**src/include/gioc_defines.svh**
```systemverilog
`ifndef GIOC_DEFINES_SVH
`define GIOC_DEFINES_SVH

// register byte addresses on the AXI4-Lite port
`define GIOC_ADDR_W     4
`define GIOC_CFG_ADDR   4'h0
`define GIOC_CTRL_ADDR  4'h4
`define GIOC_STAT_ADDR  4'h8

// configuration word layout
`define GIOC_CFG_W      17
`define GIOC_CFG_RST    17'h00001
`define GIOC_MODE_LSB   0
`define GIOC_MODE_MSB   5
`define GIOC_IN_REG     6
`define GIOC_IN_NEG     7
`define GIOC_OUT_REG    8
`define GIOC_OUT_NEG    9
`define GIOC_OE_REG     10
`define GIOC_OE_NEG     11
`define GIOC_OUT_INV    12
`define GIOC_DUAL_EDGE_IO_IN    13
`define GIOC_DUAL_EDGE_IO_OUT   14
`define GIOC_RESYNC     15
`define GIOC_PULL_DN    16

// control word
`define GIOC_USER_BIT   0

// bus responses
`define GIOC_RESP_OKAY  2'h0
`define GIOC_RESP_SLV   2'h2

`endif

```
**src/include/gioc_pkg.sv**
```systemverilog
package gioc_pkg;

  // pin modes, one-hot as stored in the configuration word
  typedef enum logic [5:0] {
    mode_unused = 6'h01,
    mode_input  = 6'h02,
    mode_alt    = 6'h04,
    mode_output = 6'h08,
    mode_bidir  = 6'h10,
    mode_clkout = 6'h20
  } gioc_mode_type;

endpackage

```
**src/rtl/gioc_edge_reg.sv**
```systemverilog
`timescale 1ns/1ps
`default_nettype none

// pair of flops, one on each clock edge; caller picks or muxes them
module gioc_edge_reg #(
  parameter int W = 1
) (
  input  wire logic         aclk,    // core clock
  input  wire logic         aresetn, // sync reset, active low
  input  wire logic [W-1:0] d_rise,  // data taken on rising edge
  input  wire logic [W-1:0] d_fall,  // data taken on falling edge
  output logic      [W-1:0] q_rise,  // rising-edge sample
  output logic      [W-1:0] q_fall   // falling-edge sample
);

  logic [W-1:0] rise_nxt;
  logic [W-1:0] fall_nxt;

  // next values
  always_comb begin
    rise_nxt = d_rise;
    fall_nxt = d_fall;
  end

  // rising-edge flop
  always_ff @(posedge aclk) begin
    if (!aresetn) begin
      q_rise <= '0;
    end else begin
      q_rise <= rise_nxt;
    end
  end

  // falling-edge flop; reset still sampled, only on the other edge
  always_ff @(negedge aclk) begin
    if (!aresetn) begin
      q_fall <= '0;
    end else begin
      q_fall <= fall_nxt;
    end
  end

endmodule // gioc_edge_reg

`default_nettype wire

```
**src/rtl/gioc_cell.sv**
```systemverilog
// The AXI4-Lite register port and the register offsets were decided locally.
`timescale 1ns/1ps
`default_nettype none
`include "gioc_defines.svh"

module gioc_cell #(
  parameter bit DIFF_PIN = 1'b0 // differential-capable pin used single ended
) (
  input  wire logic                    aclk,          // core clock
  input  wire logic                    aresetn,       // sync reset, low
  input  wire logic [`GIOC_ADDR_W-1:0] s_axi_awaddr,  // write address
  input  wire logic                    s_axi_awvalid, // write address valid
  output logic                         s_axi_awready, // write address ready
  input  wire logic [31:0]             s_axi_wdata,   // write data
  input  wire logic [3:0]              s_axi_wstrb,   // byte strobes
  input  wire logic                    s_axi_wvalid,  // write data valid
  output logic                         s_axi_wready,  // write data ready
  output logic      [1:0]              s_axi_bresp,   // write response
  output logic                         s_axi_bvalid,  // response valid
  input  wire logic                    s_axi_bready,  // response ready
  input  wire logic [`GIOC_ADDR_W-1:0] s_axi_araddr,  // read address
  input  wire logic                    s_axi_arvalid, // read address valid
  output logic                         s_axi_arready, // read address ready
  output logic      [31:0]             s_axi_rdata,   // read data
  output logic      [1:0]              s_axi_rresp,   // read response
  output logic                         s_axi_rvalid,  // read data valid
  input  wire logic                    s_axi_rready,  // read data ready
  input  wire logic [1:0]              core_out,      // core data to pad
  input  wire logic                    core_oe,       // core output enable
  output logic      [1:0]              core_in,       // pad data to core
  output logic                         alternate_input_path, // to other block
  input  wire logic                    pad_i,         // pad level in
  output logic                         pad_o,         // pad level out
  output logic                         pad_oe,        // pad driven when high
  output logic                         pull_up_en,    // weak pull-up on
  output logic                         pull_down_en   // weak pull-down on
);

  // ---------------- configuration and bus state ----------------
  logic [`GIOC_CFG_W-1:0]  cfg_r, cfg_nxt;
  logic                    user_mode_r, user_mode_nxt;
  logic                    aw_hold_r, aw_hold_nxt;
  logic [`GIOC_ADDR_W-1:0] aw_addr_r, aw_addr_nxt;
  logic                    w_hold_r, w_hold_nxt;
  logic [31:0]             w_data_r, w_data_nxt;
  logic [3:0]              w_strb_r, w_strb_nxt;
  logic                    bvalid_r, bvalid_nxt;
  logic [1:0]              bresp_r, bresp_nxt;
  logic                    rvalid_r, rvalid_nxt;
  logic [31:0]             rdata_r, rdata_nxt;
  logic [1:0]              rresp_r, rresp_nxt;
  logic [31:0]             wmask;

  // ---------------- pin-side state ----------------
  logic pad_s1_r, pad_s1_nxt;
  logic pad_s, pad_s_nxt;
  logic in1_rs_r, in1_rs_nxt;
  logic out1_rs_r, out1_rs_nxt;
  logic pull_up_r, pull_up_nxt;
  logic pull_down_r, pull_down_nxt;
  logic in_q_rise, in_q_fall;
  logic out_q_rise, out_q_fall, out_d_rise, out_d_fall;
  logic oe_q_rise, oe_q_fall;
  logic out_val, oe_val;

  // decoded configuration
  gioc_pkg::gioc_mode_type mode;
  logic in_en, out_en, alt_en, clk_en, unused;
  logic in_reg, in_neg, out_reg, out_neg, oe_reg, oe_neg;
  logic out_inv, dual_edge_io_in, dual_edge_io_out, resync, pull_dn;

  assign mode = gioc_pkg::gioc_mode_type'(
                  cfg_r[`GIOC_MODE_MSB:`GIOC_MODE_LSB]);
  assign in_reg   = cfg_r[`GIOC_IN_REG];
  assign in_neg   = cfg_r[`GIOC_IN_NEG];
  assign out_reg  = cfg_r[`GIOC_OUT_REG];
  assign out_neg  = cfg_r[`GIOC_OUT_NEG];
  assign oe_reg   = cfg_r[`GIOC_OE_REG];
  assign oe_neg   = cfg_r[`GIOC_OE_NEG];
  assign out_inv  = cfg_r[`GIOC_OUT_INV];
  assign dual_edge_io_in  = cfg_r[`GIOC_DUAL_EDGE_IO_IN];
  assign dual_edge_io_out = cfg_r[`GIOC_DUAL_EDGE_IO_OUT];
  assign resync   = cfg_r[`GIOC_RESYNC];
  assign pull_dn  = cfg_r[`GIOC_PULL_DN];

  // path enables per mode; bad codes fall back to unused
  always_comb begin
    in_en  = 1'b0;
    out_en = 1'b0;
    alt_en = 1'b0;
    clk_en = 1'b0;
    unused = 1'b0;
    case (mode)
      gioc_pkg::mode_input:  in_en  = 1'b1;
      gioc_pkg::mode_alt:    alt_en = 1'b1;
      gioc_pkg::mode_output: out_en = 1'b1;
      gioc_pkg::mode_bidir: begin
        in_en  = 1'b1;
        out_en = 1'b1;
      end
      gioc_pkg::mode_clkout: clk_en = 1'b1;
      default:               unused = 1'b1;
    endcase
  end

  // ---------------- AXI4-Lite slave ----------------
  assign s_axi_awready = !aw_hold_r && !bvalid_r;
  assign s_axi_wready  = !w_hold_r && !bvalid_r;
  assign s_axi_bvalid  = bvalid_r;
  assign s_axi_bresp   = bresp_r;
  assign s_axi_arready = !rvalid_r;
  assign s_axi_rvalid  = rvalid_r;
  assign s_axi_rdata   = rdata_r;
  assign s_axi_rresp   = rresp_r;
  assign wmask = {{8{w_strb_r[3]}}, {8{w_strb_r[2]}},
                  {8{w_strb_r[1]}}, {8{w_strb_r[0]}}};

  // write side: address and data in either order, commit once both held
  always_comb begin
    cfg_nxt       = cfg_r;
    user_mode_nxt = user_mode_r;
    aw_hold_nxt   = aw_hold_r;
    aw_addr_nxt   = aw_addr_r;
    w_hold_nxt    = w_hold_r;
    w_data_nxt    = w_data_r;
    w_strb_nxt    = w_strb_r;
    bvalid_nxt    = bvalid_r;
    bresp_nxt     = bresp_r;
    if (s_axi_awvalid && s_axi_awready) begin
      aw_hold_nxt = 1'b1;
      aw_addr_nxt = s_axi_awaddr;
    end
    if (s_axi_wvalid && s_axi_wready) begin
      w_hold_nxt = 1'b1;
      w_data_nxt = s_axi_wdata;
      w_strb_nxt = s_axi_wstrb;
    end
    if (s_axi_bvalid && s_axi_bready) begin
      bvalid_nxt = 1'b0;
    end
    if (aw_hold_r && w_hold_r) begin
      aw_hold_nxt = 1'b0;
      w_hold_nxt  = 1'b0;
      bvalid_nxt  = 1'b1;
      bresp_nxt   = `GIOC_RESP_OKAY;
      case (aw_addr_r)
        `GIOC_CFG_ADDR: begin
          // frozen in user mode so the paths never change under traffic
          if (!user_mode_r) begin
            cfg_nxt = (cfg_r & ~wmask[`GIOC_CFG_W-1:0]) |
                      (w_data_r[`GIOC_CFG_W-1:0] & wmask[`GIOC_CFG_W-1:0]);
          end
        end
        `GIOC_CTRL_ADDR: begin
          if (w_strb_r[0]) begin
            user_mode_nxt = w_data_r[`GIOC_USER_BIT];
          end
        end
        `GIOC_STAT_ADDR: ; // read only, write ignored
        default: bresp_nxt = `GIOC_RESP_SLV;
      endcase
    end
  end

  // read side: one read in flight, data one edge after the address
  always_comb begin
    rvalid_nxt = rvalid_r;
    rdata_nxt  = rdata_r;
    rresp_nxt  = rresp_r;
    if (s_axi_rvalid && s_axi_rready) begin
      rvalid_nxt = 1'b0;
    end
    if (s_axi_arvalid && s_axi_arready) begin
      rvalid_nxt = 1'b1;
      rresp_nxt  = `GIOC_RESP_OKAY;
      case (s_axi_araddr)
        `GIOC_CFG_ADDR:
          rdata_nxt = {{(32-`GIOC_CFG_W){1'b0}}, cfg_r};
        `GIOC_CTRL_ADDR:
          rdata_nxt = {31'h0, user_mode_r};
        `GIOC_STAT_ADDR:
          rdata_nxt = {27'h0, user_mode_r, pad_oe, core_in, pad_s};
        default: begin
          rdata_nxt = 32'h0;
          rresp_nxt = `GIOC_RESP_SLV;
        end
      endcase
    end
  end

  // register and bus flops
  always_ff @(posedge aclk) begin
    if (!aresetn) begin
      cfg_r       <= `GIOC_CFG_RST;
      user_mode_r <= 1'b0;
      aw_hold_r   <= 1'b0;
      aw_addr_r   <= '0;
      w_hold_r    <= 1'b0;
      w_data_r    <= 32'h0;
      w_strb_r    <= 4'h0;
      bvalid_r    <= 1'b0;
      bresp_r     <= `GIOC_RESP_OKAY;
      rvalid_r    <= 1'b0;
      rdata_r     <= 32'h0;
      rresp_r     <= `GIOC_RESP_OKAY;
    end else begin
      cfg_r       <= cfg_nxt;
      user_mode_r <= user_mode_nxt;
      aw_hold_r   <= aw_hold_nxt;
      aw_addr_r   <= aw_addr_nxt;
      w_hold_r    <= w_hold_nxt;
      w_data_r    <= w_data_nxt;
      w_strb_r    <= w_strb_nxt;
      bvalid_r    <= bvalid_nxt;
      bresp_r     <= bresp_nxt;
      rvalid_r    <= rvalid_nxt;
      rdata_r     <= rdata_nxt;
      rresp_r     <= rresp_nxt;
    end
  end

  // ---------------- pin logic ----------------
  // pad sync, resync copies and pull control
  always_comb begin
    pad_s1_nxt  = pad_i;
    pad_s_nxt   = pad_s1_r;
    in1_rs_nxt  = in_q_fall;
    out1_rs_nxt = core_out[1];
    pull_up_nxt   = 1'b0;
    pull_down_nxt = 1'b0;
    if (!user_mode_r) begin
      pull_up_nxt = !DIFF_PIN;
    end else if (unused) begin
      // with pull_dn clear on a single-ended pin, pull-up stays asserted through the switch: no glitch
      pull_up_nxt   = !pull_dn;
      pull_down_nxt = pull_dn && !DIFF_PIN;
    end
  end

  always_ff @(posedge aclk) begin
    if (!aresetn) begin
      pad_s1_r    <= 1'b0;
      pad_s       <= 1'b0;
      in1_rs_r    <= 1'b0;
      out1_rs_r   <= 1'b0;
      pull_up_r   <= !DIFF_PIN; // differential-capable pins float in reset
      pull_down_r <= 1'b0;
    end else begin
      pad_s1_r    <= pad_s1_nxt;
      pad_s       <= pad_s_nxt;
      in1_rs_r    <= in1_rs_nxt;
      out1_rs_r   <= out1_rs_nxt;
      pull_up_r   <= pull_up_nxt;
      pull_down_r <= pull_down_nxt;
    end
  end

  assign pull_up_en   = pull_up_r;
  assign pull_down_en = pull_down_r;

  // input register pair, both edges always sampled
  gioc_edge_reg #(.W(1)) u_in_reg (
    .aclk    (aclk),
    .aresetn (aresetn),
    .d_rise  (pad_s),
    .d_fall  (pad_s),
    .q_rise  (in_q_rise),
    .q_fall  (in_q_fall)
  );

  // core-facing input data; in dual-edge mode bit 0 rising, bit 1 falling
  always_comb begin
    core_in = 2'h0;
    if (in_en) begin
      if (dual_edge_io_in) begin
        core_in = {resync ? in1_rs_r : in_q_fall, in_q_rise};
      end else if (in_reg) begin
        core_in = {1'b0, in_neg ? in_q_fall : in_q_rise};
      end else begin
        core_in = {1'b0, pad_s};
      end
    end
  end

  // alternate path: no register on offer, never reaches core_in
  assign alternate_input_path = alt_en ? pad_s : 1'b0;

  // output launch data; clock-out forwards 1 on high, 0 on low phase
  always_comb begin
    out_d_rise = core_out[0];
    out_d_fall = core_out[0];
    if (clk_en) begin
      out_d_rise = 1'b1;
      out_d_fall = 1'b0;
    end else if (dual_edge_io_out) begin
      out_d_fall = resync ? out1_rs_r : core_out[1];
    end
  end

  gioc_edge_reg #(.W(1)) u_out_reg (
    .aclk    (aclk),
    .aresetn (aresetn),
    .d_rise  (out_d_rise),
    .d_fall  (out_d_fall),
    .q_rise  (out_q_rise),
    .q_fall  (out_q_fall)
  );

  gioc_edge_reg #(.W(1)) u_oe_reg (
    .aclk    (aclk),
    .aresetn (aresetn),
    .d_rise  (core_oe),
    .d_fall  (core_oe),
    .q_rise  (oe_q_rise),
    .q_fall  (oe_q_fall)
  );

  // pad value; the clock mux costs a half-cycle of hold margin
  always_comb begin
    out_val = core_out[0];
    if (clk_en) begin
      out_val = aclk ? out_q_rise : out_q_fall;
    end else if (dual_edge_io_out) begin
      out_val = (aclk ? out_q_rise : out_q_fall) ^ out_inv;
    end else if (out_reg) begin
      out_val = (out_neg ? out_q_fall : out_q_rise) ^ out_inv;
    end
  end

  // buffer enable: direct, or registered on the edge that oe_neg picks
  assign oe_val = oe_reg ? (oe_neg ? oe_q_fall : oe_q_rise)
                         : core_oe;
  assign pad_oe = user_mode_r && (clk_en || (out_en && oe_val));
  assign pad_o  = pad_oe ? out_val : 1'b0;
endmodule // gioc_cell

`default_nettype wire

```
**config.mk**
```make
export PLATFORM = sky130hd
export DESIGN_NAME = gioc_cell
export DESIGN_NICKNAME = d
export VERILOG_FILES = /design/src/include/gioc_pkg.sv /design/src/rtl/gioc_edge_reg.sv /design/src/rtl/gioc_cell.sv
export VERILOG_INCLUDE_DIRS = /design/src /design/src/include
export SDC_FILE = /design/constraint.sdc
export NUM_CORES = 1
export LEC_CHECK = 0
export ABC_CLOCK_PERIOD_IN_PS = 5700
export BUFFER_PORTS_ARGS = -buffer_cell sky130_fd_sc_hd__buf_4
export CORE_MARGIN = 10
export CORE_UTILIZATION = 50
export DETAILED_ROUTE_END_ITERATION = 8
export PLACE_DENSITY = 0.9
export SYNTH_ARGS = -nofsm -noshare
export SYNTH_HDL_FRONTEND = slang
export SYNTH_SLANG_ARGS = --single-unit
```
**constraint.sdc**
```tcl
create_clock -name aclk -period 5.7 [get_ports aclk]
set_input_delay 1.71 -clock aclk [delete_from_list [all_inputs] [get_ports aclk]]
set_output_delay 1.71 -clock aclk [all_outputs]
set_load 0.05 [all_outputs]
```
==> flow_summary.ini <==
[setup_path]
end_kind = output port
critical_path_class = reg -> out
path_buf_inv = 2
required_ps = 3990
path_delay_family = compound AO/OA/AOI/OAI gates
crit_chain = mux2_4 -> buf_8 -> o311a_1 -> o21ai_1 -> o2111a_2 -> buf_8
crit_fanout = 2
path_common_cell = buf_8
worstReg2RegEnd = u_out_reg.q_fall$_SDFF_NP0_
r2r_slack_ps = 1540
r2r_cells = 3
start_kind = flip-flop
arrival_ps = 4720
worst_path_max_delay_cell = dfxtp_2
cp_slowest_stage_delay_ps = 310

[placement]
portBuffers = 69
hpwl_mm = 5.834
place_congestion = 0.8669
preCtsSetupSlack_ps = -91.75
placed_area_um2 = 3700

[final_layout]
mostFrequentLayoutCell = dfxtp_1
area_growth_pct = 30.14
num-nets-final = 482
fin_area_um2 = 4133
n_antenna_cell = 0
drive_above_1_share_pct = 28.41
layout_common_cells = dfxtp_1, buf_4, nand2_1
final_core_util_pct = 68.58

[synth]
yosys_warnings = 0
ys_ff_latch = 77
synth_cell_types = 53
ys_seq_area_share_pct = 48.54
syn_area_per_cell_um2 = 9.099
synthesis.area_um2 = 3176
synthFlopType = dfxtp_1
synth_edf_count = 0
async_flop_share_pct = 0
synthCells = 349

[power]
pwr-share-comb_pct = 10.0
p_leak_uw = 0.001824
irDropWorstVdd_mv = 0.2791
p_sw_share_pct = 25.93
seqPwrFrac_pct = 44.0
power_density_nw_per_um2 = 312.0
p_int_uw = 955.0
total_power_uw = 1289
p_clk_share_pct = 46.0
p_sw_uw = 334.3

[drt]
firstDrtPassIters = 5
routed_wl_mm = 8.450
drc_errors = 0
ant_nets = 0
vias = 2776
wl_per_cell_um = 16.63
drt_iter0_drc = 90
via_per_inst = 5.465

[sta]
tightest_slew_ps = 691.3
slew_headroom_pct = 53.80
setup_viol = 4
finClkSkew_ps = 67.96
fin_hold_ws_ps = 433.2
rsz0062_at_grt = true
slew_viol_final = 0
hold_viol = 0
fin_ws_ps = -728.2

[grt]
antenna_found_initial = 0
track_usage_pct = 17.09
grt-ovfl-total = 0
grt_pass1_vias = 2898
grt_max_degree = 48
grt_pass1_wl_mm = 13.34

[hold_path]
min_to = pad_s$_SDFF_PN0_
min_from = pad_s1_r$_SDFF_PN0_
hp-class = reg -> reg
hold_depth = 1

[cts]
cts.clk_slew.worst_paths_ps = 70
cts_tree = built
clock_latency_ps = 520

[floorplanning]
io_pins = 103
rows = 28
die_y_um = 99.70
start_util_pct = 52.70
die_w_um = 99.70
design.core.area_um2 = 6026
dieArea_um2 = 9939

[job]
cap_violations = 0

[outcome]
status = finished, violations left
violations = setup timing
power groups by stage:
stage	clock, uW	combinational (uW)	sequential (uW)
6_report	593	128	568
5_1_grt	629	139	570
4_1_cts	595	128	567
3_5_place_dp	11.8	126	580
3_3_place_gp	11.8	123	578
2_1_floorplan	11.8	90.9	583
worst max path at each step:
stage	startpoint	end	slack, ps	cells after the start
CTS	u_out_reg.q_fall$_SDFF_NP0_	pad_o	-700	6
floorplan	u_oe_reg.q_fall$_DFF_N_	pad_o	-400	4
global route	u_out_reg.q_fall$_SDFF_NP0_	pad_o	-810	6
finish	u_out_reg.q_fall$_SDFF_NP0_	pad_o	-730	6
detailed placement	u_out_reg.q_fall$_SDFF_NP0_	pad_o	-90	5
global placement	u_out_reg.q_fall$_SDFF_NP0_	pad_o	-90	5
kinds of logic (layout without fill, tap and decap cells):
kind of cell | count (synthesis) | in the layout | synth area share [%]
and+or+nand+nor | 131 | 131 | 20.29
DFF | 77 | 77 | 48.54
AOI/OAI and AO/OA | 62 | 62 | 12.96
buffers and inverters | 45 | 113 | 7.722
muxes | 30 | 30 | 9.535
xor gates and xnor gates | 3 | 3 | 0.8276
other | 1 | 17 | 0.1181
per-layer routing:
layer	global-route usage [%]	wire length (um)	share of wire [%]	up-vias
li1	-	-	-	1321
met1	17.02	3207	38	1310
met2	27.97	4267	50	121
met3	9.619	783	9.3	24
met4	8.710	192	2.3	0
met5	0	0	0	-
through the flow:
step / setup TNS (ps) / instances
global route: -2104 / 508
CTS: -1876 / 508
floorplan: -399.1 / 365
finish: -1881 / 508
detailed placement: -157.0 / 477
global placement: -119.6 / 477
cells in the mapped netlist, types with 2 or more instances:
cell	count	area [um^2]
buf_4	17	127.6
nand2_1	47	176.4
a22o_1	2	17.52
clkbuf_1	13	48.80
nor3_1	5	25.02
buf_2	4	20.02
dfxtp_1	77	1541
nor2_2	3	18.77
a21oi_1	26	130.1
nand4b_1	4	35.03
and2_1	7	43.79
a2111o_1	2	22.52
mux2_2	2	22.52
xor2_1	2	17.52
nand2b_1	2	12.51
nand3b_1	2	15.01
a211oi_1	2	15.01
mux2i_1	28	280.3
a22oi_1	14	105.1
o21ai_0	5	25.02
nor2_1	45	168.9
inv_1	9	33.78
layout make-up:
| cell class | instances | area (um^2) |
|---|---|---|
| timing repair buffer | 74 | 574.3 |
| multi-input combinational | 243 | 1521 |
| tap | 75 | 93.84 |
| clock buffer | 23 | 292.8 |
| clock inverter | 8 | 76.32 |
| sequential | 77 | 1544 |
| inverter | 8 | 30.03 |
| fill | 464 | 1893 |
what timing repair did:
action	4_1_cts	5_1_grt
pin swaps	4	1
setup endpoints to repair	4	4
resized for setup	12	7
hold buffers	0	0
setup buffers	3	0
Note: power is estimated with default switching activity, not from simulation.
